`config.mk`:
```
export PLATFORM = sky130hd
export DESIGN_NAME = adt_top
export DESIGN_NICKNAME = d
export VERILOG_FILES = /design/src/core/adt_pkg.sv /design/src/core/adt_mux_decode.sv /design/src/core/adt_clk_div.sv /design/src/core/adt_top.sv
export VERILOG_INCLUDE_DIRS = /design/src /design/src/core
export SDC_FILE = /design/constraint.sdc
export NUM_CORES = 1
export LEC_CHECK = 0
export BUFFER_PORTS_ARGS = -buffer_cell sky130_fd_sc_hd__buf_2
export CAP_MARGIN = 15
export CORE_UTILIZATION = 40
export CTS_CLUSTER_DIAMETER = 30
export DETAILED_ROUTE_END_ITERATION = 7
export PLACE_DENSITY = 0.65
export SKIP_LAST_GASP = 1
export SYNTH_ARGS = -nofsm -noshare
export SYNTH_HDL_FRONTEND = slang
export SYNTH_SLANG_ARGS = --single-unit
export TNS_END_PERCENT = 50
```
`constraint.sdc`:
```
create_clock -name aclk -period 3.2 [get_ports aclk]
set_clock_uncertainty 0.15 [all_clocks]
set_input_delay 0.16 -clock aclk [delete_from_list [all_inputs] [get_ports aclk]]
set_output_delay 0.16 -clock aclk [all_outputs]
set_load 0.005 [all_outputs]
```
`src/core/adt_regs.svh`:
```
// Register offsets, field positions, reset values and timing counts
`ifndef ADT_REGS_SVH
`define ADT_REGS_SVH

`define ADT_ADDR_W 4
`define ADT_OFF_TIMING 4'h0
`define ADT_OFF_MUX 4'h4
`define ADT_OFF_CTRL 4'h8
`define ADT_OFF_STATUS 4'hc

`define ADT_TIM_SRC_BIT 15
`define ADT_TIM_AST_HI 12
`define ADT_TIM_AST_LO 8
`define ADT_TIM_DIV_HI 7
`define ADT_TIM_DIV_LO 0

`define ADT_MUX_NB_BIT 31
`define ADT_MUX_SB_HI 27
`define ADT_MUX_SB_LO 24
`define ADT_MUX_NA_BIT 23
`define ADT_MUX_SA_HI 19
`define ADT_MUX_SA_LO 16

`define ADT_CTRL_ALT_BIT 0
`define ADT_CTRL_START_BIT 1
`define ADT_CTRL_END_BIT 2
`define ADT_CTRL_TRIG_HI 7
`define ADT_CTRL_TRIG_LO 5

`define ADT_STAT_DONE_BIT 3

`define ADT_TRIG_SOFTWARE 3'h0
`define ADT_TRIG_EXT_PIN 3'h1
`define ADT_TRIG_TIMER 3'h2
`define ADT_TRIG_CHARGE 3'h3
`define ADT_TRIG_AUTO 3'h7

`define ADT_CODE_OPEN 4'hf
`define ADT_CODE_INTREF 4'he
`define ADT_CODE_TEMP 4'hd

`define ADT_RESET_WORD 32'h0000_0000
`define ADT_CONV_TICKS 4'hc
`define ADT_RESP_OKAY 2'h0
`define ADT_RESP_SLVERR 2'h2

`endif

```
`src/core/adt_pkg.sv`:
```
// Types shared by the converter timing and input select logic
package adt_pkg;

  typedef enum logic [1:0] {
    ADT_IDLE = 2'b00,
    ADT_SAMPLE = 2'b01,
    ADT_CONVERT = 2'b10
  } adt_state_t;

  typedef struct packed {
    logic pos_open;
    logic pos_internal_ref;
    logic pos_temp_sensor;
    logic pos_analog;
    logic [3:0] pos_analog_index;
    logic neg_analog_one;
  } adt_mux_sel_t;

  typedef struct packed {
    logic negative_select;
    logic [3:0] positive_select;
  } adt_mux_setting_t;

endpackage : adt_pkg

```
`src/core/adt_mux_decode.sv`:
```
// Decoder of one sample multiplexer setting into input selections
`include "adt_regs.svh"
module adt_mux_decode
  import adt_pkg::*;
(
  // Setting from register
  input wire adt_mux_setting_t setting,
  // Decoded selection
  output adt_mux_sel_t sel
);

  wire is_open = setting.positive_select == `ADT_CODE_OPEN;
  wire is_intref = setting.positive_select == `ADT_CODE_INTREF;
  wire is_temp = setting.positive_select == `ADT_CODE_TEMP;

  // Codes below the special ones pick analog input N, 12 down to 0
  assign sel.pos_open = is_open;
  assign sel.pos_internal_ref = is_intref;
  assign sel.pos_temp_sensor = is_temp;
  assign sel.pos_analog = !(is_open || is_intref || is_temp);
  assign sel.pos_analog_index = setting.positive_select;
  // Negative input: analog input one or low reference
  assign sel.neg_analog_one = setting.negative_select;

endmodule : adt_mux_decode

```
`src/core/adt_clk_div.sv`:
```
// Conversion clock generator from bus clock divider or fast RC oscillator
`include "adt_regs.svh"
module adt_clk_div
  import adt_pkg::*;
(
  // Clock and reset
  input wire logic aclk,
  input wire logic aresetn,
  // Configuration
  input wire logic source_select,
  input wire logic [7:0] divider,
  // Synchronised oscillator level
  input wire logic osc_level,
  // Conversion clock
  output logic conv_clk,
  output logic conv_tick
);

  logic [7:0] half_count;
  logic osc_last;

  wire half_end = half_count == divider;
  wire osc_rise = osc_level && !osc_last;
  wire [7:0] next_half_count = half_end ? 8'h00 : half_count + 8'h01;

  always_ff @(posedge aclk)
  begin
    if (!aresetn)
    begin
      half_count <= 8'h00;
      conv_clk <= 1'b0;
      conv_tick <= 1'b0;
      osc_last <= 1'b0;
    end
    else
    begin
      osc_last <= osc_level;
      if (source_select)
      begin
        // Oscillator source; divider is not looked at
        half_count <= 8'h00;
        conv_clk <= osc_level;
        conv_tick <= osc_rise;
      end
      else
      begin
        // Bus source: half period of divider+1 cycles, full 2*(divider+1)
        half_count <= next_half_count;
        if (half_end)
          conv_clk <= !conv_clk;
        conv_tick <= half_end && !conv_clk;
      end
    end
  end

endmodule : adt_clk_div

```
`src/core/adt_top.sv`:
```
// Converter clock timing, auto-sample sequencing and input select with AXI4-Lite registers
//
// Local design decisions: register access over AXI4-Lite and the register offsets.
`include "adt_regs.svh"
module adt_top
  import adt_pkg::*;
(
  // Clock and reset
  input wire logic aclk,
  input wire logic aresetn,
  // AXI4-Lite write address
  input wire logic [31:0] s_axi_awaddr,
  input wire logic [2:0] s_axi_awprot,
  input wire logic s_axi_awvalid,
  output logic s_axi_awready,
  // AXI4-Lite write data
  input wire logic [31:0] s_axi_wdata,
  input wire logic [3:0] s_axi_wstrb,
  input wire logic s_axi_wvalid,
  output logic s_axi_wready,
  // AXI4-Lite write response
  output logic [1:0] s_axi_bresp,
  output logic s_axi_bvalid,
  input wire logic s_axi_bready,
  // AXI4-Lite read address
  input wire logic [31:0] s_axi_araddr,
  input wire logic [2:0] s_axi_arprot,
  input wire logic s_axi_arvalid,
  output logic s_axi_arready,
  // AXI4-Lite read data
  output logic [31:0] s_axi_rdata,
  output logic [1:0] s_axi_rresp,
  output logic s_axi_rvalid,
  input wire logic s_axi_rready,
  // Asynchronous pins
  input wire logic fast_rc_osc_in,
  input wire logic ext_trigger_in,
  // Same-clock trigger sources
  input wire logic timer_match,
  input wire logic charge_unit_end,
  // Conversion clock and sequencing
  output logic conv_clk_out,
  output logic sampling,
  output logic conversion_start,
  output logic conversion_done,
  output logic using_setting_b,
  // Selected analog inputs
  output adt_mux_sel_t input_select
);

  // Configuration state
  logic clk_source;
  logic [4:0] auto_sample_time;
  logic [7:0] conv_clock_divider;
  adt_mux_setting_t setting_a;
  adt_mux_setting_t setting_b;
  logic alternate_sample_enable;
  logic [2:0] conversion_trigger_source;
  logic done_flag;

  // Sequencer state
  adt_state_t state;
  logic [4:0] tick_count;

  // Pin synchronisers
  logic osc_meta;
  logic osc_sync;
  logic ext_meta;
  logic ext_sync;
  logic ext_last;

  always_ff @(posedge aclk)
  begin
    if (!aresetn)
    begin
      osc_meta <= 1'b0;
      osc_sync <= 1'b0;
      ext_meta <= 1'b0;
      ext_sync <= 1'b0;
      ext_last <= 1'b0;
    end
    else
    begin
      osc_meta <= fast_rc_osc_in;
      osc_sync <= osc_meta;
      ext_meta <= ext_trigger_in;
      ext_sync <= ext_meta;
      ext_last <= ext_sync;
    end
  end

  wire ext_edge = ext_sync && !ext_last;

  // Conversion clock
  logic conv_clk;
  logic conv_tick;

  adt_clk_div u_clk_div (
    .aclk(aclk),
    .aresetn(aresetn),
    .source_select(clk_source),
    .divider(conv_clock_divider),
    .osc_level(osc_sync),
    .conv_clk(conv_clk),
    .conv_tick(conv_tick)
  );

  // Input setting decoders
  adt_mux_sel_t sel_a;
  adt_mux_sel_t sel_b;

  adt_mux_decode u_dec_a (
    .setting(setting_a),
    .sel(sel_a)
  );

  adt_mux_decode u_dec_b (
    .setting(setting_b),
    .sel(sel_b)
  );

  // Bus handshake: both write channels taken together, one cycle after both valid
  wire wr_take = s_axi_awready && s_axi_wready;
  wire rd_take = s_axi_arready;
  wire [`ADT_ADDR_W-1:0] wr_addr = s_axi_awaddr[`ADT_ADDR_W-1:0];
  wire [`ADT_ADDR_W-1:0] rd_addr = s_axi_araddr[`ADT_ADDR_W-1:0];
  wire wr_upper_zero = s_axi_awaddr[31:`ADT_ADDR_W] == 28'h0000000;
  wire rd_upper_zero = s_axi_araddr[31:`ADT_ADDR_W] == 28'h0000000;

  wire wr_timing = wr_take && wr_upper_zero && wr_addr == `ADT_OFF_TIMING;
  wire wr_mux = wr_take && wr_upper_zero && wr_addr == `ADT_OFF_MUX;
  wire wr_ctrl = wr_take && wr_upper_zero && wr_addr == `ADT_OFF_CTRL;
  wire wr_status = wr_take && wr_upper_zero && wr_addr == `ADT_OFF_STATUS;
  wire wr_hit = wr_timing || wr_mux || wr_ctrl || wr_status;

  // Byte-lane merge
  wire [31:0] strobe_mask = {{8{s_axi_wstrb[3]}}, {8{s_axi_wstrb[2]}},
                             {8{s_axi_wstrb[1]}}, {8{s_axi_wstrb[0]}}};

  // Read views; unimplemented bits are zero
  wire [31:0] rd_timing_word = {16'h0000, clk_source, 2'b00, auto_sample_time,
                                conv_clock_divider};
  wire [31:0] rd_mux_word = {setting_b.negative_select, 3'b000, setting_b.positive_select,
                             setting_a.negative_select, 3'b000, setting_a.positive_select,
                             16'h0000};
  wire [31:0] rd_ctrl_word = {24'h000000, conversion_trigger_source, 4'h0,
                              alternate_sample_enable};
  wire [31:0] rd_status_word = {28'h0000000, done_flag, using_setting_b,
                                state == ADT_CONVERT, state == ADT_SAMPLE};

  wire [31:0] merged_timing = (rd_timing_word & ~strobe_mask) | (s_axi_wdata & strobe_mask);
  wire [31:0] merged_mux = (rd_mux_word & ~strobe_mask) | (s_axi_wdata & strobe_mask);
  wire [31:0] merged_ctrl = (rd_ctrl_word & ~strobe_mask) | (s_axi_wdata & strobe_mask);
  wire [31:0] merged_status = (rd_status_word & ~strobe_mask) | (s_axi_wdata & strobe_mask);

  wire sw_start = wr_ctrl && merged_ctrl[`ADT_CTRL_START_BIT];
  wire sw_end = wr_ctrl && merged_ctrl[`ADT_CTRL_END_BIT];
  wire sw_done_clear = wr_status && !merged_status[`ADT_STAT_DONE_BIT];

  wire rd_is_timing = rd_upper_zero && rd_addr == `ADT_OFF_TIMING;
  wire rd_is_mux = rd_upper_zero && rd_addr == `ADT_OFF_MUX;
  wire rd_is_ctrl = rd_upper_zero && rd_addr == `ADT_OFF_CTRL;
  wire rd_is_status = rd_upper_zero && rd_addr == `ADT_OFF_STATUS;
  wire rd_hit = rd_is_timing || rd_is_mux || rd_is_ctrl || rd_is_status;
  wire [31:0] rd_word = rd_is_timing ? rd_timing_word :
                        rd_is_mux ? rd_mux_word :
                        rd_is_ctrl ? rd_ctrl_word :
                        rd_is_status ? rd_status_word : 32'h0000_0000;

  // Sample end selection by trigger source
  wire auto_mode = conversion_trigger_source == `ADT_TRIG_AUTO;
  // Auto-sample time counts only in auto mode; zero is treated as one period
  wire [4:0] sample_limit = (auto_sample_time == 5'h00) ? 5'h01 : auto_sample_time;
  wire auto_end = auto_mode && conv_tick && (tick_count + 5'h01 >= sample_limit);
  wire trig_end = (conversion_trigger_source == `ADT_TRIG_SOFTWARE && sw_end) ||
                  (conversion_trigger_source == `ADT_TRIG_EXT_PIN && ext_edge) ||
                  (conversion_trigger_source == `ADT_TRIG_TIMER && timer_match) ||
                  (conversion_trigger_source == `ADT_TRIG_CHARGE && charge_unit_end);
  wire sample_end = (state == ADT_SAMPLE) && (auto_mode ? auto_end : trig_end);
  wire conv_end = (state == ADT_CONVERT) && conv_tick &&
                  (tick_count[3:0] + 4'h1 == `ADT_CONV_TICKS);

  adt_state_t next_state;
  assign next_state = (state == ADT_IDLE && sw_start) ? ADT_SAMPLE :
                      sample_end ? ADT_CONVERT :
                      conv_end ? ADT_IDLE : state;

  // AXI channel registers
  always_ff @(posedge aclk)
  begin
    if (!aresetn)
    begin
      s_axi_awready <= 1'b0;
      s_axi_wready <= 1'b0;
      s_axi_bvalid <= 1'b0;
      s_axi_bresp <= `ADT_RESP_OKAY;
      s_axi_arready <= 1'b0;
      s_axi_rvalid <= 1'b0;
      s_axi_rresp <= `ADT_RESP_OKAY;
      s_axi_rdata <= `ADT_RESET_WORD;
    end
    else
    begin
      s_axi_awready <= s_axi_awvalid && s_axi_wvalid && !s_axi_awready && !s_axi_bvalid;
      s_axi_wready <= s_axi_awvalid && s_axi_wvalid && !s_axi_awready && !s_axi_bvalid;
      if (wr_take)
      begin
        s_axi_bvalid <= 1'b1;
        s_axi_bresp <= wr_hit ? `ADT_RESP_OKAY : `ADT_RESP_SLVERR;
      end
      else if (s_axi_bready)
        s_axi_bvalid <= 1'b0;
      s_axi_arready <= s_axi_arvalid && !s_axi_arready && !s_axi_rvalid;
      if (rd_take)
      begin
        s_axi_rvalid <= 1'b1;
        s_axi_rdata <= rd_word;
        s_axi_rresp <= rd_hit ? `ADT_RESP_OKAY : `ADT_RESP_SLVERR;
      end
      else if (s_axi_rready)
        s_axi_rvalid <= 1'b0;
    end
  end

  // Configuration registers
  always_ff @(posedge aclk)
  begin
    if (!aresetn)
    begin
      clk_source <= 1'b0;
      auto_sample_time <= 5'h00;
      conv_clock_divider <= 8'h00;
      setting_a <= 5'h00;
      setting_b <= 5'h00;
      alternate_sample_enable <= 1'b0;
      conversion_trigger_source <= `ADT_TRIG_SOFTWARE;
    end
    else
    begin
      if (wr_timing)
      begin
        clk_source <= merged_timing[`ADT_TIM_SRC_BIT];
        auto_sample_time <= merged_timing[`ADT_TIM_AST_HI:`ADT_TIM_AST_LO];
        conv_clock_divider <= merged_timing[`ADT_TIM_DIV_HI:`ADT_TIM_DIV_LO];
      end
      if (wr_mux)
      begin
        setting_b <= {merged_mux[`ADT_MUX_NB_BIT], merged_mux[`ADT_MUX_SB_HI:`ADT_MUX_SB_LO]};
        setting_a <= {merged_mux[`ADT_MUX_NA_BIT], merged_mux[`ADT_MUX_SA_HI:`ADT_MUX_SA_LO]};
      end
      if (wr_ctrl)
      begin
        alternate_sample_enable <= merged_ctrl[`ADT_CTRL_ALT_BIT];
        conversion_trigger_source <= merged_ctrl[`ADT_CTRL_TRIG_HI:`ADT_CTRL_TRIG_LO];
      end
    end
  end

  // Sequencer
  always_ff @(posedge aclk)
  begin
    if (!aresetn)
    begin
      state <= ADT_IDLE;
      tick_count <= 5'h00;
      done_flag <= 1'b0;
      using_setting_b <= 1'b0;
      sampling <= 1'b0;
      conversion_start <= 1'b0;
      conversion_done <= 1'b0;
      conv_clk_out <= 1'b0;
      input_select <= '0;
    end
    else
    begin
      state <= next_state;
      if (next_state != state)
        tick_count <= 5'h00;
      else if (conv_tick && state != ADT_IDLE)
        tick_count <= tick_count + 5'h01;
      // Set at conversion end wins over a software clear; new conversion clears it
      if (conv_end)
        done_flag <= 1'b1;
      else if (sample_end || sw_done_clear)
        done_flag <= 1'b0;
      // Setting A first, then B and A in turn while alternation is on
      if (!alternate_sample_enable)
        using_setting_b <= 1'b0;
      else if (conv_end)
        using_setting_b <= !using_setting_b;
      sampling <= next_state == ADT_SAMPLE;
      conversion_start <= sample_end;
      conversion_done <= conv_end;
      conv_clk_out <= conv_clk;
      input_select <= (alternate_sample_enable && using_setting_b) ? sel_b : sel_a;
    end
  end

endmodule : adt_top

```
==> impl_metrics.prom, run 1 <==
# TYPE chip_impl_metric gauge
chip_impl_metric{name="post_drt_wl_per_cell",unit="µm"} 14.36
chip_impl_metric{name="numPortBuffers",unit=""} 147
chip_impl_metric{name="detail_route.wirelength",unit="mm"} 10.76
chip_impl_metric{name="groute.usage.overall",unit="%"} 19.96
chip_impl_info{name="ys_top_cells_by_count",value="96 x sky130_fd_sc_hd__dfxtp_1, 65 x sky130_fd_sc_hd__nor2_1, 29 x sky130_fd_sc_hd__mux2i_1"} 1
chip_impl_info{name="timing.hold.worst.class",value="primary input to flip-flop"} 1
chip_impl_metric{name="syn2layout_area_growth",unit="%"} 30.96
chip_impl_metric{name="die_h",unit="µm"} 105.1
chip_impl_metric{name="power_per_cell_area",unit="nW/µm²"} 384.4
chip_impl_metric{name="synth-seq-cells",unit=""} 96
chip_impl_metric{name="design.portCount",unit=""} 172
chip_impl_metric{name="grt_first_pass_wirelength",unit="mm"} 17.26
chip_impl_metric{name="tightest_slew",unit="ps"} 707.7
chip_impl_metric{name="netlist_instances",unit=""} 433
chip_impl_metric{name="layout-drive-gt1-share",unit="%"} 30.51
chip_impl_metric{name="worst_skew_pair.late_latency",unit="ps"} 370
chip_impl_info{name="status",value="completed"} 1
chip_impl_metric{name="synth.top_cell.area_share",unit="%"} 45.16
chip_impl_metric{name="crit_arrival",unit="ps"} 2560
chip_impl_metric{name="viasPerCell",unit=""} 5.040
chip_impl_metric{name="worst_setup_hold_path_clk_slew",unit="ps"} 100
chip_impl_info{name="crit_path_end_kind",value="flip-flop"} 1
chip_impl_metric{name="post_synth_num_cell_types",unit=""} 49
chip_impl_info{name="synth_largest_area_cell",value="sky130_fd_sc_hd__dfxtp_1"} 1
chip_impl_metric{name="sequential_element_share_of_the_synthesized_area",unit="%"} 45.16
chip_impl_info{name="crit_chain",value="ha_1 > xor2_1 > ha_1 > a21o_1 > a31oi_1 > o21ai_0 > o211a_1 > nor4_1"} 1
chip_impl_info{name="dominantRegCellSynth",value="sky130_fd_sc_hd__dfxtp_1"} 1
chip_impl_metric{name="first_global_vias",unit=""} 3630
chip_impl_metric{name="synth-async-reset-ratio",unit="%"} 0
chip_impl_metric{name="final_nets",unit=""} 733
chip_impl_info{name="area_contributors_post_synth",value="sky130_fd_sc_hd__dfxtp_1 45%, sky130_fd_sc_hd__mux2i_1 6.8%, sky130_fd_sc_hd__nor2_1 5.7%, sky130_fd_sc_hd__nor4_4 4.0%, sky130_fd_sc_hd__xor2_1 3.5%"} 1
chip_impl_info{name="cp-start-kind",value="flip-flop"} 1
chip_impl_metric{name="finalHoldViolCount",unit=""} 0
chip_impl_metric{name="antenna_cells",unit=""} 0
chip_impl_metric{name="synth_compound_area_share",unit="%"} 10.14
chip_impl_metric{name="critical_path_peak_fanout",unit=""} 10
chip_impl_metric{name="detailedRoute.firstPassIterationCount",unit=""} 4
chip_impl_info{name="root_buffer",value="sky130_fd_sc_hd__clkbuf_8"} 1
chip_impl_info{name="grt_setup_unrepaired",value="false"} 1
chip_impl_metric{name="worst_ep_required_time",unit="ps"} 3330
chip_impl_metric{name="syn-mean-instance-area",unit="µm²"} 9.828
chip_impl_metric{name="synth_simple_gate_area_share",unit="%"} 25.55
chip_impl_metric{name="yosys.area_share.xor_xnor",unit="%"} 4.734
chip_impl_metric{name="chipWidth",unit="µm"} 105.1
chip_impl_metric{name="via_total_after_detailed_routing",unit=""} 3775
chip_impl_metric{name="clock.fmax",unit="GHz"} 0.4117
chip_impl_info{name="critPathSlowestCell",value="sky130_fd_sc_hd__dfxtp_1"} 1
chip_impl_info{name="most_common_cell_in_the_synthesized_netlist",value="sky130_fd_sc_hd__dfxtp_1"} 1
chip_impl_metric{name="synth_enable_flop_cells",unit=""} 0
chip_impl_info{name="criticalPathCategory",value="flip-flop to flip-flop"} 1
chip_impl_metric{name="fp.dieArea",unit="µm²"} 11050
chip_impl_metric{name="initial_standard_cell_utilization_of_the_core",unit="%"} 41.22
chip_impl_metric{name="post-cts-setup-buffers",unit=""} 0
chip_impl_metric{name="shortest_clock_period_the_worst_path_allows_after_layout",unit="ps"} 2429
chip_impl_metric{name="finalSetupViolations",unit=""} 0
chip_impl_info{name="cts_tree",value="done"} 1
chip_impl_info{name="synth_top_family_by_area",value="simple AND/OR/NAND/NOR gates"} 1
chip_impl_metric{name="detailedRoute.firstIterationViolations",unit=""} 207
chip_impl_metric{name="static_leakage",unit="nW"} 2.474
chip_impl_metric{name="clockBufferDepth",unit=""} 2
chip_impl_metric{name="maximum_number_of_pins_on_one_net_before_global_route_repair",unit=""} 61
chip_impl_metric{name="rows",unit=""} 37
chip_impl_info{name="crit_path_most_repeated_cell",value="sky130_fd_sc_hd__ha_1"} 1
chip_impl_metric{name="cts_num_sinks",unit=""} 96
chip_impl_metric{name="gp_congestion",unit=""} 0.8011
chip_impl_metric{name="globalRoute.totalOverflow",unit=""} 0
chip_impl_metric{name="htree_num_levels",unit=""} 3
chip_impl_metric{name="antenna_found_initial",unit=""} 0
chip_impl_metric{name="synth.area.mux_share",unit="%"} 7.880
chip_impl_metric{name="final_max_slew_viol_count",unit=""} 0
chip_impl_metric{name="fp.coreArea",unit="µm²"} 10320
chip_impl_metric{name="yosys_warnings",unit=""} 0
chip_impl_metric{name="tritoncts.num_buffers",unit=""} 9
chip_impl_metric{name="max_cap_viol_count",unit=""} 0
chip_impl_metric{name="finalCritPeriodShare",unit="%"} 75.91
chip_impl_metric{name="total_power",unit="mW"} 2.142
chip_impl_metric{name="mappedNetlistArea",unit="µm²"} 4255
chip_impl_metric{name="slew_headroom",unit="%"} 52.64
chip_impl_metric{name="timing.critical_path.slowest_cell_delay",unit="ps"} 440
chip_impl_metric{name="ir_drop",unit="mV"} 0.2083
chip_impl_metric{name="yosys.area_share.adder",unit="%"} 2.352
chip_impl_metric{name="detail-route-antenna-nets",unit=""} 0
chip_impl_metric{name="setup_tns",unit="ps"} 0
chip_impl_metric{name="place_hpwl",unit="mm"} 7.924
chip_impl_metric{name="fillers",unit=""} 947
chip_impl_metric{name="route.detailed.drc",unit=""} 0
layout by cell type (no fill, tap or decap), types with 2 or more instances in the layout:
master / Yosys / final
sky130_fd_sc_hd__a22o_1: 15 / 15
sky130_fd_sc_hd__nor2b_1: 2 / 2
sky130_fd_sc_hd__nor3_1: 4 / 4
sky130_fd_sc_hd__dfxtp_1: 96 / 96
sky130_fd_sc_hd__dlygate4sd3_1: 0 / 31
sky130_fd_sc_hd__nand2_1: 28 / 28
sky130_fd_sc_hd__nor2_1: 65 / 65
sky130_fd_sc_hd__mux2i_1: 29 / 29
sky130_fd_sc_hd__mux2_2: 4 / 4
sky130_fd_sc_hd__xnor2_1: 6 / 6
sky130_fd_sc_hd__o21ai_0: 7 / 7
sky130_fd_sc_hd__ha_1: 8 / 8
sky130_fd_sc_hd__o21ai_1: 2 / 2
sky130_fd_sc_hd__nand3_1: 14 / 14
sky130_fd_sc_hd__inv_6: 0 / 3
sky130_fd_sc_hd__buf_4: 11 / 2
sky130_fd_sc_hd__nor4_4: 8 / 8
sky130_fd_sc_hd__nand4_1: 2 / 2
sky130_fd_sc_hd__buf_2: 1 / 147
sky130_fd_sc_hd__clkbuf_8: 0 / 9
sky130_fd_sc_hd__nor4_1: 15 / 15
sky130_fd_sc_hd__nand4_4: 2 / 2
sky130_fd_sc_hd__conb_1: 1 / 10
sky130_fd_sc_hd__inv_1: 9 / 9
sky130_fd_sc_hd__nor3_4: 4 / 4
sky130_fd_sc_hd__clkinv_4: 0 / 2
sky130_fd_sc_hd__a21oi_1: 11 / 11
sky130_fd_sc_hd__a31oi_1: 2 / 2
sky130_fd_sc_hd__a32oi_1: 7 / 7
sky130_fd_sc_hd__nand3b_1: 4 / 4
sky130_fd_sc_hd__xor2_1: 17 / 17
sky130_fd_sc_hd__nand2b_1: 4 / 4
sky130_fd_sc_hd__and3_1: 5 / 5
sky130_fd_sc_hd__and2_1: 13 / 13
sky130_fd_sc_hd__nor4b_1: 2 / 2
sky130_fd_sc_hd__nand4b_1: 2 / 2
sky130_fd_sc_hd__a22oi_1: 5 / 5
per-layer routing:
layer  share of wire [%]  global-route usage, %
met5                   0                      0
met4                 2.1                  7.646
met3                 5.1                  3.493
met2                  50                  35.43
met1                  43                  23.91
timing repair:
| action | 4_1_cts | 5_1_grt |
|---|---|---|
| resized for setup | 0 | 0 |
| hold buffers | 31 | 0 |
| endpoints found under the hold margin | 34 | 0 |
path summary, 6_finish.rpt:
kind / cells after the start / end / start / slack [ps]
min reg2reg: 1 / osc_sync / osc_meta / 290
max: 8 / tick_count[2] / tick_count[0] / 770
min: 4 / s_axi_rdata[0] / s_axi_araddr[2] / 80
max reg2reg: 8 / tick_count[2] / tick_count[0] / 770
report_power, final:
group          total, mW  switching (mW)  internal (mW)
clock              0.761           0.462          0.299
sequential          1.21         0.00640           1.20
combinational      0.171          0.0804         0.0902
total               2.14           0.549           1.59
final cells by class:
type | count | area (µm²) | area share [%]
Inverter | 10 | 37.54 | 0.6736
Clock inverter | 7 | 65.06 | 1.167
Clock buffer | 9 | 123.9 | 2.223
Multi-Input combinational cell | 311 | 2193 | 39.36
Sequential cell | 96 | 1922 | 34.49
Timing Repair Buffer | 180 | 1061 | 19.04
Tap cell | 136 | 170.2 | 3.053
metrics by stage:
stage / hold WS, ps / std cells / area (µm²) / setup slack (ps) / utilization, %
2_1_floorplan: 129.4 / 442 / 4289 / 1055 / -
5_1_grt: 92.24 / 749 / 5573 / 511.8 / 53.98
3_3_place_gp: 221.5 / 702 / 5074 / 857.3 / 49.15
4_1_cts: 72.00 / 749 / 5573 / 769.4 / 53.98
6_report: 82.89 / 749 / 5573 / 770.8 / 53.98
3_5_place_dp: 221.4 / 702 / 5074 / 782.3 / 49.15
worst max-delay path: cells and delay by family, from the launching register on:
kind | cells | cell delay, ps
AOI/OAI and AO/OA | 4 | 740
xor gates and xnor gates | 1 | 200
adders and majority gates | 2 | 520
DFF | 1 | 440
and+or+nand+nor | 1 | 290
kinds of logic after synthesis:
logic type      after synthesis
buf+inv                      35
simple gates                178
flops                        96
other cells                   1
fa+ha+maj                     8
mux                          33
xor+xnor                     23
compound gates               59
(Power assumes the default switching activity.)
==> run 2: changes to the inputs <==
Clock period 3.2 ns to 2.5 ns, I/O delays scaled along.
==> impl_metrics.prom, run 2 (synthesis results as in run 1) <==
# TYPE chip_impl_metric gauge
chip_impl_info{name="status",value="completed"} 1
chip_impl_metric{name="ir_drop",unit="mV"} 0.2262
chip_impl_metric{name="finalCritPeriodShare",unit="%"} 93.45
chip_impl_metric{name="fp.coreArea",unit="µm²"} 10320
chip_impl_metric{name="worst_skew_pair.late_latency",unit="ps"} 380
chip_impl_metric{name="chipWidth",unit="µm"} 105.1
chip_impl_metric{name="initial_standard_cell_utilization_of_the_core",unit="%"} 41.22
chip_impl_metric{name="clock.fmax",unit="GHz"} 0.4280
chip_impl_metric{name="die_h",unit="µm"} 105.1
chip_impl_metric{name="pwr-share-comb",unit="%"} 8.0
chip_impl_metric{name="place_hpwl",unit="mm"} 8.007
chip_impl_metric{name="globalRoute.totalOverflow",unit=""} 0
chip_impl_metric{name="tightest_slew",unit="ps"} 745.7
chip_impl_metric{name="design.portCount",unit=""} 172
chip_impl_metric{name="rows",unit=""} 37
chip_impl_info{name="crit_path_end_kind",value="flip-flop"} 1
chip_impl_metric{name="fillers",unit=""} 934
chip_impl_metric{name="route.detailed.drc",unit=""} 0
chip_impl_metric{name="worst_setup_hold_path_clk_slew",unit="ps"} 110
chip_impl_metric{name="sequentialPowerShare",unit="%"} 56.4
chip_impl_metric{name="groute.usage.overall",unit="%"} 20.02
chip_impl_metric{name="placement.cell_area",unit="µm²"} 5111
chip_impl_metric{name="static_leakage",unit="nW"} 2.498
chip_impl_metric{name="power_switching",unit="mW"} 0.7058
chip_impl_metric{name="syn2layout_area_growth",unit="%"} 31.76
chip_impl_metric{name="total_power",unit="mW"} 2.748
chip_impl_metric{name="slew_headroom",unit="%"} 50.11
chip_impl_metric{name="critical_path_peak_fanout",unit=""} 10
chip_impl_info{name="timing.hold.worst.class",value="primary input to flip-flop"} 1
chip_impl_metric{name="tritoncts.num_buffers",unit=""} 9
chip_impl_info{name="regToRegStartpoint",value="tick_count[1]"} 1
chip_impl_metric{name="layout.cell_area.non_filler",unit="µm²"} 5607
chip_impl_info{name="cp-start-kind",value="flip-flop"} 1
chip_impl_metric{name="via_total_after_detailed_routing",unit=""} 3809
chip_impl_metric{name="number_of_placed_instances_taps_included",unit=""} 707
chip_impl_metric{name="pwr-share-clk",unit="%"} 35.6
chip_impl_metric{name="detail-route-antenna-nets",unit=""} 0
chip_impl_metric{name="htree_num_levels",unit=""} 3
chip_impl_metric{name="shortest_clock_period_the_worst_path_allows_after_layout",unit="ps"} 2336
chip_impl_metric{name="antenna_cells",unit=""} 0
chip_impl_metric{name="fp.dieArea",unit="µm²"} 11050
chip_impl_metric{name="power_switching_share",unit="%"} 25.69
chip_impl_metric{name="numPortBuffers",unit=""} 147
chip_impl_metric{name="antenna_found_initial",unit=""} 0
chip_impl_metric{name="first_global_vias",unit=""} 3577
chip_impl_metric{name="finalHoldViolCount",unit=""} 0
chip_impl_metric{name="maximum_number_of_pins_on_one_net_before_global_route_repair",unit=""} 48
chip_impl_metric{name="layoutNonFillerInstCount",unit=""} 754
chip_impl_metric{name="viasPerCell",unit=""} 5.052
chip_impl_metric{name="final_max_slew_viol_count",unit=""} 0
chip_impl_info{name="critPathLaunch",value="tick_count[1]"} 1
chip_impl_metric{name="final_nets",unit=""} 738
chip_impl_metric{name="clockBufferDepth",unit=""} 2
chip_impl_metric{name="cts_num_sinks",unit=""} 96
chip_impl_metric{name="detailedRoute.firstIterationViolations",unit=""} 155
chip_impl_metric{name="setup_tns",unit="ps"} 0
chip_impl_info{name="most_common_library_cell_in_the_layout_ignoring_fill_and_taps",value="sky130_fd_sc_hd__buf_2"} 1
chip_impl_metric{name="worst_ep_required_time",unit="ps"} 2630
chip_impl_metric{name="post_cts_resized",unit=""} 0
chip_impl_metric{name="post_drt_wl_per_cell",unit="µm"} 14.45
chip_impl_metric{name="crit_arrival",unit="ps"} 2470
chip_impl_info{name="cts_tree",value="done"} 1
chip_impl_metric{name="detailedRoute.firstPassIterationCount",unit=""} 4
chip_impl_info{name="grt_setup_unrepaired",value="false"} 1
chip_impl_metric{name="finalSetupViolations",unit=""} 0
chip_impl_metric{name="max_cap_viol_count",unit=""} 0
chip_impl_metric{name="detail_route.wirelength",unit="mm"} 10.90
chip_impl_info{name="hold_path.startpoint",value="aresetn"} 1
chip_impl_metric{name="power_per_cell_area",unit="nW/µm²"} 490.1
chip_impl_metric{name="intPower",unit="mW"} 2.042
chip_impl_info{name="root_buffer",value="sky130_fd_sc_hd__clkbuf_8"} 1
chip_impl_info{name="criticalPathCategory",value="flip-flop to flip-flop"} 1
chip_impl_metric{name="gp_congestion",unit=""} 0.8378
chip_impl_info{name="final_cell_mix",value="147 x sky130_fd_sc_hd__buf_2, 96 x sky130_fd_sc_hd__dfxtp_1, 65 x sky130_fd_sc_hd__nor2_1"} 1
chip_impl_metric{name="layout-drive-gt1-share",unit="%"} 31.07
chip_impl_metric{name="grt_first_pass_wirelength",unit="mm"} 17.17
## run 2: metal layers
metal	GRT usage, %	part of all wire (%)
met1	24.20	44
met2	34.01	48
met3	4.055	5.7
met4	9.457	2.5
met5	0	0
## run 2: cell type report
class                           count  area [µm²]  area share [%]
Inverter                           10       37.54          0.6695
Multi-Input combinational cell    311        2193           39.12
Clock buffer                        9       123.9           2.209
Tap cell                          136       170.2           3.035
Sequential cell                    96        1922           34.28
Timing Repair Buffer              185        1099           19.59
Clock inverter                      7       61.31           1.094
## run 2: power by group through the flow
stage | Clock (mW) | Combinational [mW] | Sequential [mW]
CTS | 1.01 | 0.222 | 1.55
global placement | 0 | 0.180 | 1.58
detailed placement | 0 | 0.184 | 1.58
floorplan | 0 | 0.0751 | 1.58
finish | 0.978 | 0.220 | 1.55
global route | 1.07 | 0.240 | 1.55
## run 2: what timing repair did
item,4_1_cts,5_1_grt
hold buffers,31,0
buffers inserted,0,0
endpoints found under the hold margin,34,0
## run 2: worst max-delay path, stage by stage (launching register included)
cell and delay (ps):
sky130_fd_sc_hd__dfxtp_1 380, sky130_fd_sc_hd__ha_1 220, sky130_fd_sc_hd__xor2_1 210, sky130_fd_sc_hd__ha_1 280, sky130_fd_sc_hd__a21o_1 190, sky130_fd_sc_hd__a31oi_1 160
sky130_fd_sc_hd__o21ai_0 120, sky130_fd_sc_hd__o211a_1 260, sky130_fd_sc_hd__nor4_1 280
## run 2: worst paths after layout
kind	end	slack, ps	cells past startpoint
worst max-delay path	tick_count[4]	160	8
worst min-delay path	input_select[2]	30	3
worst max register to register	tick_count[4]	160	8
worst min register to register	osc_sync	290	1
## run 2: stage by stage
| step | hold WS [ps] | setup WS [ps] | utilization, % |
|---|---|---|---|
| after global routing | 48.61 | 19.46 | 54.31 |
| after CTS | 15.08 | 181.2 | 54.31 |
| after detailed placement | 192.0 | 208.8 | 49.51 |
| after floorplan | 94.40 | 354.9 | - |
| after global placement | 190.4 | 254.1 | 49.51 |
| final | 32.05 | 163.8 | 54.31 |
==> run 3: changes to the inputs <==
--- a/config.mk
+++ b/config.mk
@@ -10,6 +10,8 @@
 export CAP_MARGIN = 15
-export CORE_UTILIZATION = 40
+export CELL_PAD_IN_SITES_DETAIL_PLACEMENT = 0
+export CELL_PAD_IN_SITES_GLOBAL_PLACEMENT = 1
+export CORE_UTILIZATION = 36
 export CTS_CLUSTER_DIAMETER = 30
 export DETAILED_ROUTE_END_ITERATION = 7
-export PLACE_DENSITY = 0.65
+export PLACE_DENSITY = 0.78
 export SKIP_LAST_GASP = 1
==> constraint.sdc (replaced) <==
create_clock -name aclk -period 2.5 [get_ports aclk]
set_clock_uncertainty 0.15 [all_clocks]
set_input_delay 0.25 -clock aclk [delete_from_list [all_inputs] [get_ports aclk]]
set_output_delay 0.25 -clock aclk [all_outputs]
set_load 0.005 [all_outputs]
==> impl_metrics.prom, run 3 (synthesis results as in run 1) <==
# TYPE chip_impl_metric gauge
chip_impl_metric{name="detailedRoute.firstPassIterationCount",unit=""} 4
chip_impl_metric{name="worst_slack",unit="ps"} 185.2
chip_impl_metric{name="post_drt_wl_per_cell",unit="µm"} 14.64
chip_impl_metric{name="detail-route-antenna-nets",unit=""} 0
chip_impl_metric{name="first_global_vias",unit=""} 3487
chip_impl_metric{name="antenna_cells",unit=""} 0
chip_impl_metric{name="htree_num_levels",unit=""} 3
chip_impl_metric{name="number_of_cells_traversed_by_the_worst_register_to_register_path",unit=""} 8
chip_impl_metric{name="worst_skew_pair.late_latency",unit="ps"} 340
chip_impl_metric{name="use_met2",unit="%"} 31.35
chip_impl_metric{name="fp.coreArea",unit="µm²"} 11470
chip_impl_metric{name="worst_ep_required_time",unit="ps"} 2600
chip_impl_metric{name="timing.reg2reg.setup_slack",unit="ps"} 190
chip_impl_metric{name="cts_num_sinks",unit=""} 96
chip_impl_metric{name="timing.critical_path.slowest_cell_delay",unit="ps"} 380
chip_impl_metric{name="dp_slack",unit="ps"} 191.8
chip_impl_metric{name="die_h",unit="µm"} 110.7
chip_impl_metric{name="design.portCount",unit=""} 172
chip_impl_metric{name="finalHoldViolCount",unit=""} 0
chip_impl_metric{name="antenna_found_initial",unit=""} 0
chip_impl_metric{name="shortest_clock_period_the_worst_path_allows_after_layout",unit="ps"} 2315
chip_impl_metric{name="groute.usage.overall",unit="%"} 18.02
chip_impl_metric{name="number_of_placed_instances_taps_included",unit=""} 714
chip_impl_metric{name="cp.buffers_inverters",unit=""} 0
chip_impl_metric{name="place_hpwl",unit="mm"} 8.222
chip_impl_metric{name="tightest_slew",unit="ps"} 769.7
chip_impl_info{name="crit_chain",value="ha_1 > xor2_1 > ha_1 > a21o_1 > a31oi_1 > o21ai_0 > o211a_2 > nor4_1"} 1
chip_impl_metric{name="layout-drive-gt1-share",unit="%"} 32.28
chip_impl_metric{name="clockBufferDepth",unit=""} 2
chip_impl_metric{name="power_per_cell_area",unit="nW/µm²"} 554.2
chip_impl_info{name="worst_path_dominant_cell_family",value="compound AO/OA/AOI/OAI gates"} 1
chip_impl_metric{name="detail_route.wirelength",unit="mm"} 10.89
chip_impl_metric{name="fp.dieArea",unit="µm²"} 12260
chip_impl_metric{name="via_total_after_detailed_routing",unit=""} 3750
chip_impl_metric{name="numPortBuffers",unit=""} 147
chip_impl_metric{name="finalSetupViolations",unit=""} 0
chip_impl_info{name="final_cell_mix",value="147 x sky130_fd_sc_hd__buf_2, 96 x sky130_fd_sc_hd__dfxtp_1, 65 x sky130_fd_sc_hd__nor2_1"} 1
chip_impl_metric{name="detailedRoute.firstIterationViolations",unit=""} 111
chip_impl_metric{name="finalCritPeriodShare",unit="%"} 92.59
chip_impl_info{name="status",value="completed"} 1
chip_impl_info{name="root_buffer",value="sky130_fd_sc_hd__clkbuf_16"} 1
chip_impl_metric{name="placement.cell_area",unit="µm²"} 5120
chip_impl_info{name="top_usage_layer",value="met2"} 1
chip_impl_info{name="critPathSlowestCell",value="sky130_fd_sc_hd__dfxtp_1"} 1
chip_impl_metric{name="cells_on_worst_hold_path",unit=""} 3
chip_impl_metric{name="ir_drop",unit="mV"} 0.2654
chip_impl_metric{name="setup_tns",unit="ps"} 0
chip_impl_info{name="criticalPathCategory",value="flip-flop to flip-flop"} 1
chip_impl_metric{name="gp_congestion",unit=""} 0.8044
chip_impl_metric{name="grtUsageMet3",unit="%"} 3.554
chip_impl_info{name="crit_path_most_repeated_cell",value="sky130_fd_sc_hd__ha_1"} 1
chip_impl_metric{name="slew_headroom",unit="%"} 48.50
chip_impl_info{name="most_common_library_cell_in_the_layout_ignoring_fill_and_taps",value="sky130_fd_sc_hd__buf_2"} 1
chip_impl_info{name="rr_endpoint",value="tick_count[0]"} 1
chip_impl_metric{name="final_nets",unit=""} 721
chip_impl_metric{name="final_max_slew_viol_count",unit=""} 0
chip_impl_info{name="cts_tree",value="done"} 1
chip_impl_metric{name="crit_arrival",unit="ps"} 2410
chip_impl_metric{name="route.detailed.drc",unit=""} 0
chip_impl_info{name="hold_path.startpoint",value="s_axi_wdata[26]"} 1
chip_impl_info{name="cp-start-kind",value="flip-flop"} 1
chip_impl_metric{name="worst_setup_hold_path_clk_slew",unit="ps"} 70
chip_impl_metric{name="chipWidth",unit="µm"} 110.7
chip_impl_metric{name="met1_track_demand_over_resource",unit="%"} 21.91
chip_impl_metric{name="critical_path_peak_fanout",unit=""} 10
chip_impl_info{name="grt_setup_unrepaired",value="false"} 1
chip_impl_metric{name="grt_first_pass_wirelength",unit="mm"} 17.57
chip_impl_info{name="crit_path_end_kind",value="flip-flop"} 1
chip_impl_metric{name="static_leakage",unit="nW"} 2.453
chip_impl_metric{name="post-cts-setup-buffers",unit=""} 0
chip_impl_metric{name="maximum_number_of_pins_on_one_net_before_global_route_repair",unit=""} 60
chip_impl_metric{name="clock.fmax",unit="GHz"} 0.4320
chip_impl_info{name="regToRegStartpoint",value="tick_count[1]"} 1
chip_impl_metric{name="viasPerCell",unit=""} 5.040
chip_impl_metric{name="rows",unit=""} 39
chip_impl_metric{name="tritoncts.num_buffers",unit=""} 9
chip_impl_info{name="timing.hold.worst.class",value="primary input to flip-flop"} 1
chip_impl_metric{name="syn2layout_area_growth",unit="%"} 30.61
chip_impl_metric{name="layoutNonFillerInstCount",unit=""} 744
chip_impl_metric{name="globalRoute.totalOverflow",unit=""} 0
chip_impl_metric{name="layout.cell_area.non_filler",unit="µm²"} 5558
chip_impl_metric{name="initial_standard_cell_utilization_of_the_core",unit="%"} 37.11
chip_impl_metric{name="max_cap_viol_count",unit=""} 0
chip_impl_metric{name="hold_ws",unit="ps"} 12.00
[run 3: cell types whose count changed in the layout (fill, tap and decap cells not counted), moves of 2 or more]
cell                            before  now
sky130_fd_sc_hd__clkbuf_16           0    9
sky130_fd_sc_hd__inv_6               3    1
sky130_fd_sc_hd__clkinv_4            0    2
sky130_fd_sc_hd__dlygate4sd3_1      31   14
sky130_fd_sc_hd__clkbuf_8            9    1
[run 3: per-stage QoR]
step,power (mW),utilization (%)
floorplan,1.659,-
global placement,1.768,44.65
detailed placement,1.773,44.65
CTS,3.118,48.41
global route,3.194,48.47
finish,3.080,48.47
[run 3: worst max-delay path by stage]
| stage | startpoint | endpoint | slack [ps] | depth (start not counted) |
|---|---|---|---|---|
| floorplan | tick_count[0] | tick_count[0] | 350 | 9 |
| global placement | tick_count[1] | tick_count[0] | 240 | 8 |
| detailed placement | tick_count[1] | tick_count[4] | 190 | 8 |
| CTS | tick_count[1] | tick_count[4] | 170 | 8 |
| global route | tick_count[1] | tick_count[4] | 5 | 8 |
| finish | tick_count[1] | tick_count[0] | 190 | 8 |
[run 3: what timing repair did]
action                                 4_1_cts  5_1_grt
setup endpoints to repair                    0        5
hold buffers                                14        0
endpoints found under the hold margin       13        0
gates resized for setup                      0        2
[run 3: routing by layer]
layer	vias up	wire length, µm
li1	1852	-
met1	1759	4727
met2	124	5443
met3	15	508
met4	0	212
met5	-	0
[run 3: area by class of cell]
class / instances / area (µm²)
Clock buffer: 10 / 239.0
Inverter: 10 / 37.54
Clock inverter: 6 / 52.55
Sequential cell: 96 / 1922
Timing Repair Buffer: 168 / 928.4
Multi-Input combinational cell: 311 / 2200
Fill cell: 1118 / 5909
Tap cell: 143 / 178.9
[run 3: where the power goes]
group          leakage, nW  switching [mW]  total [mW]  internal [mW]
logic                 1.54           0.102       0.202          0.100
clock network        0.137           0.613        1.33          0.716
registers            0.776         0.00732        1.55           1.54
total                 2.45           0.723        3.08           2.36
[run 3: worst reg2reg max path, cell delays in order, from the launching register on]
cell and delay, ps:
sky130_fd_sc_hd__dfxtp_1 380, sky130_fd_sc_hd__ha_1 240, sky130_fd_sc_hd__xor2_1 220, sky130_fd_sc_hd__ha_1 280
sky130_fd_sc_hd__a21o_1 180, sky130_fd_sc_hd__a31oi_1 140, sky130_fd_sc_hd__o21ai_0 120, sky130_fd_sc_hd__o211a_2 220
sky130_fd_sc_hd__nor4_1 280
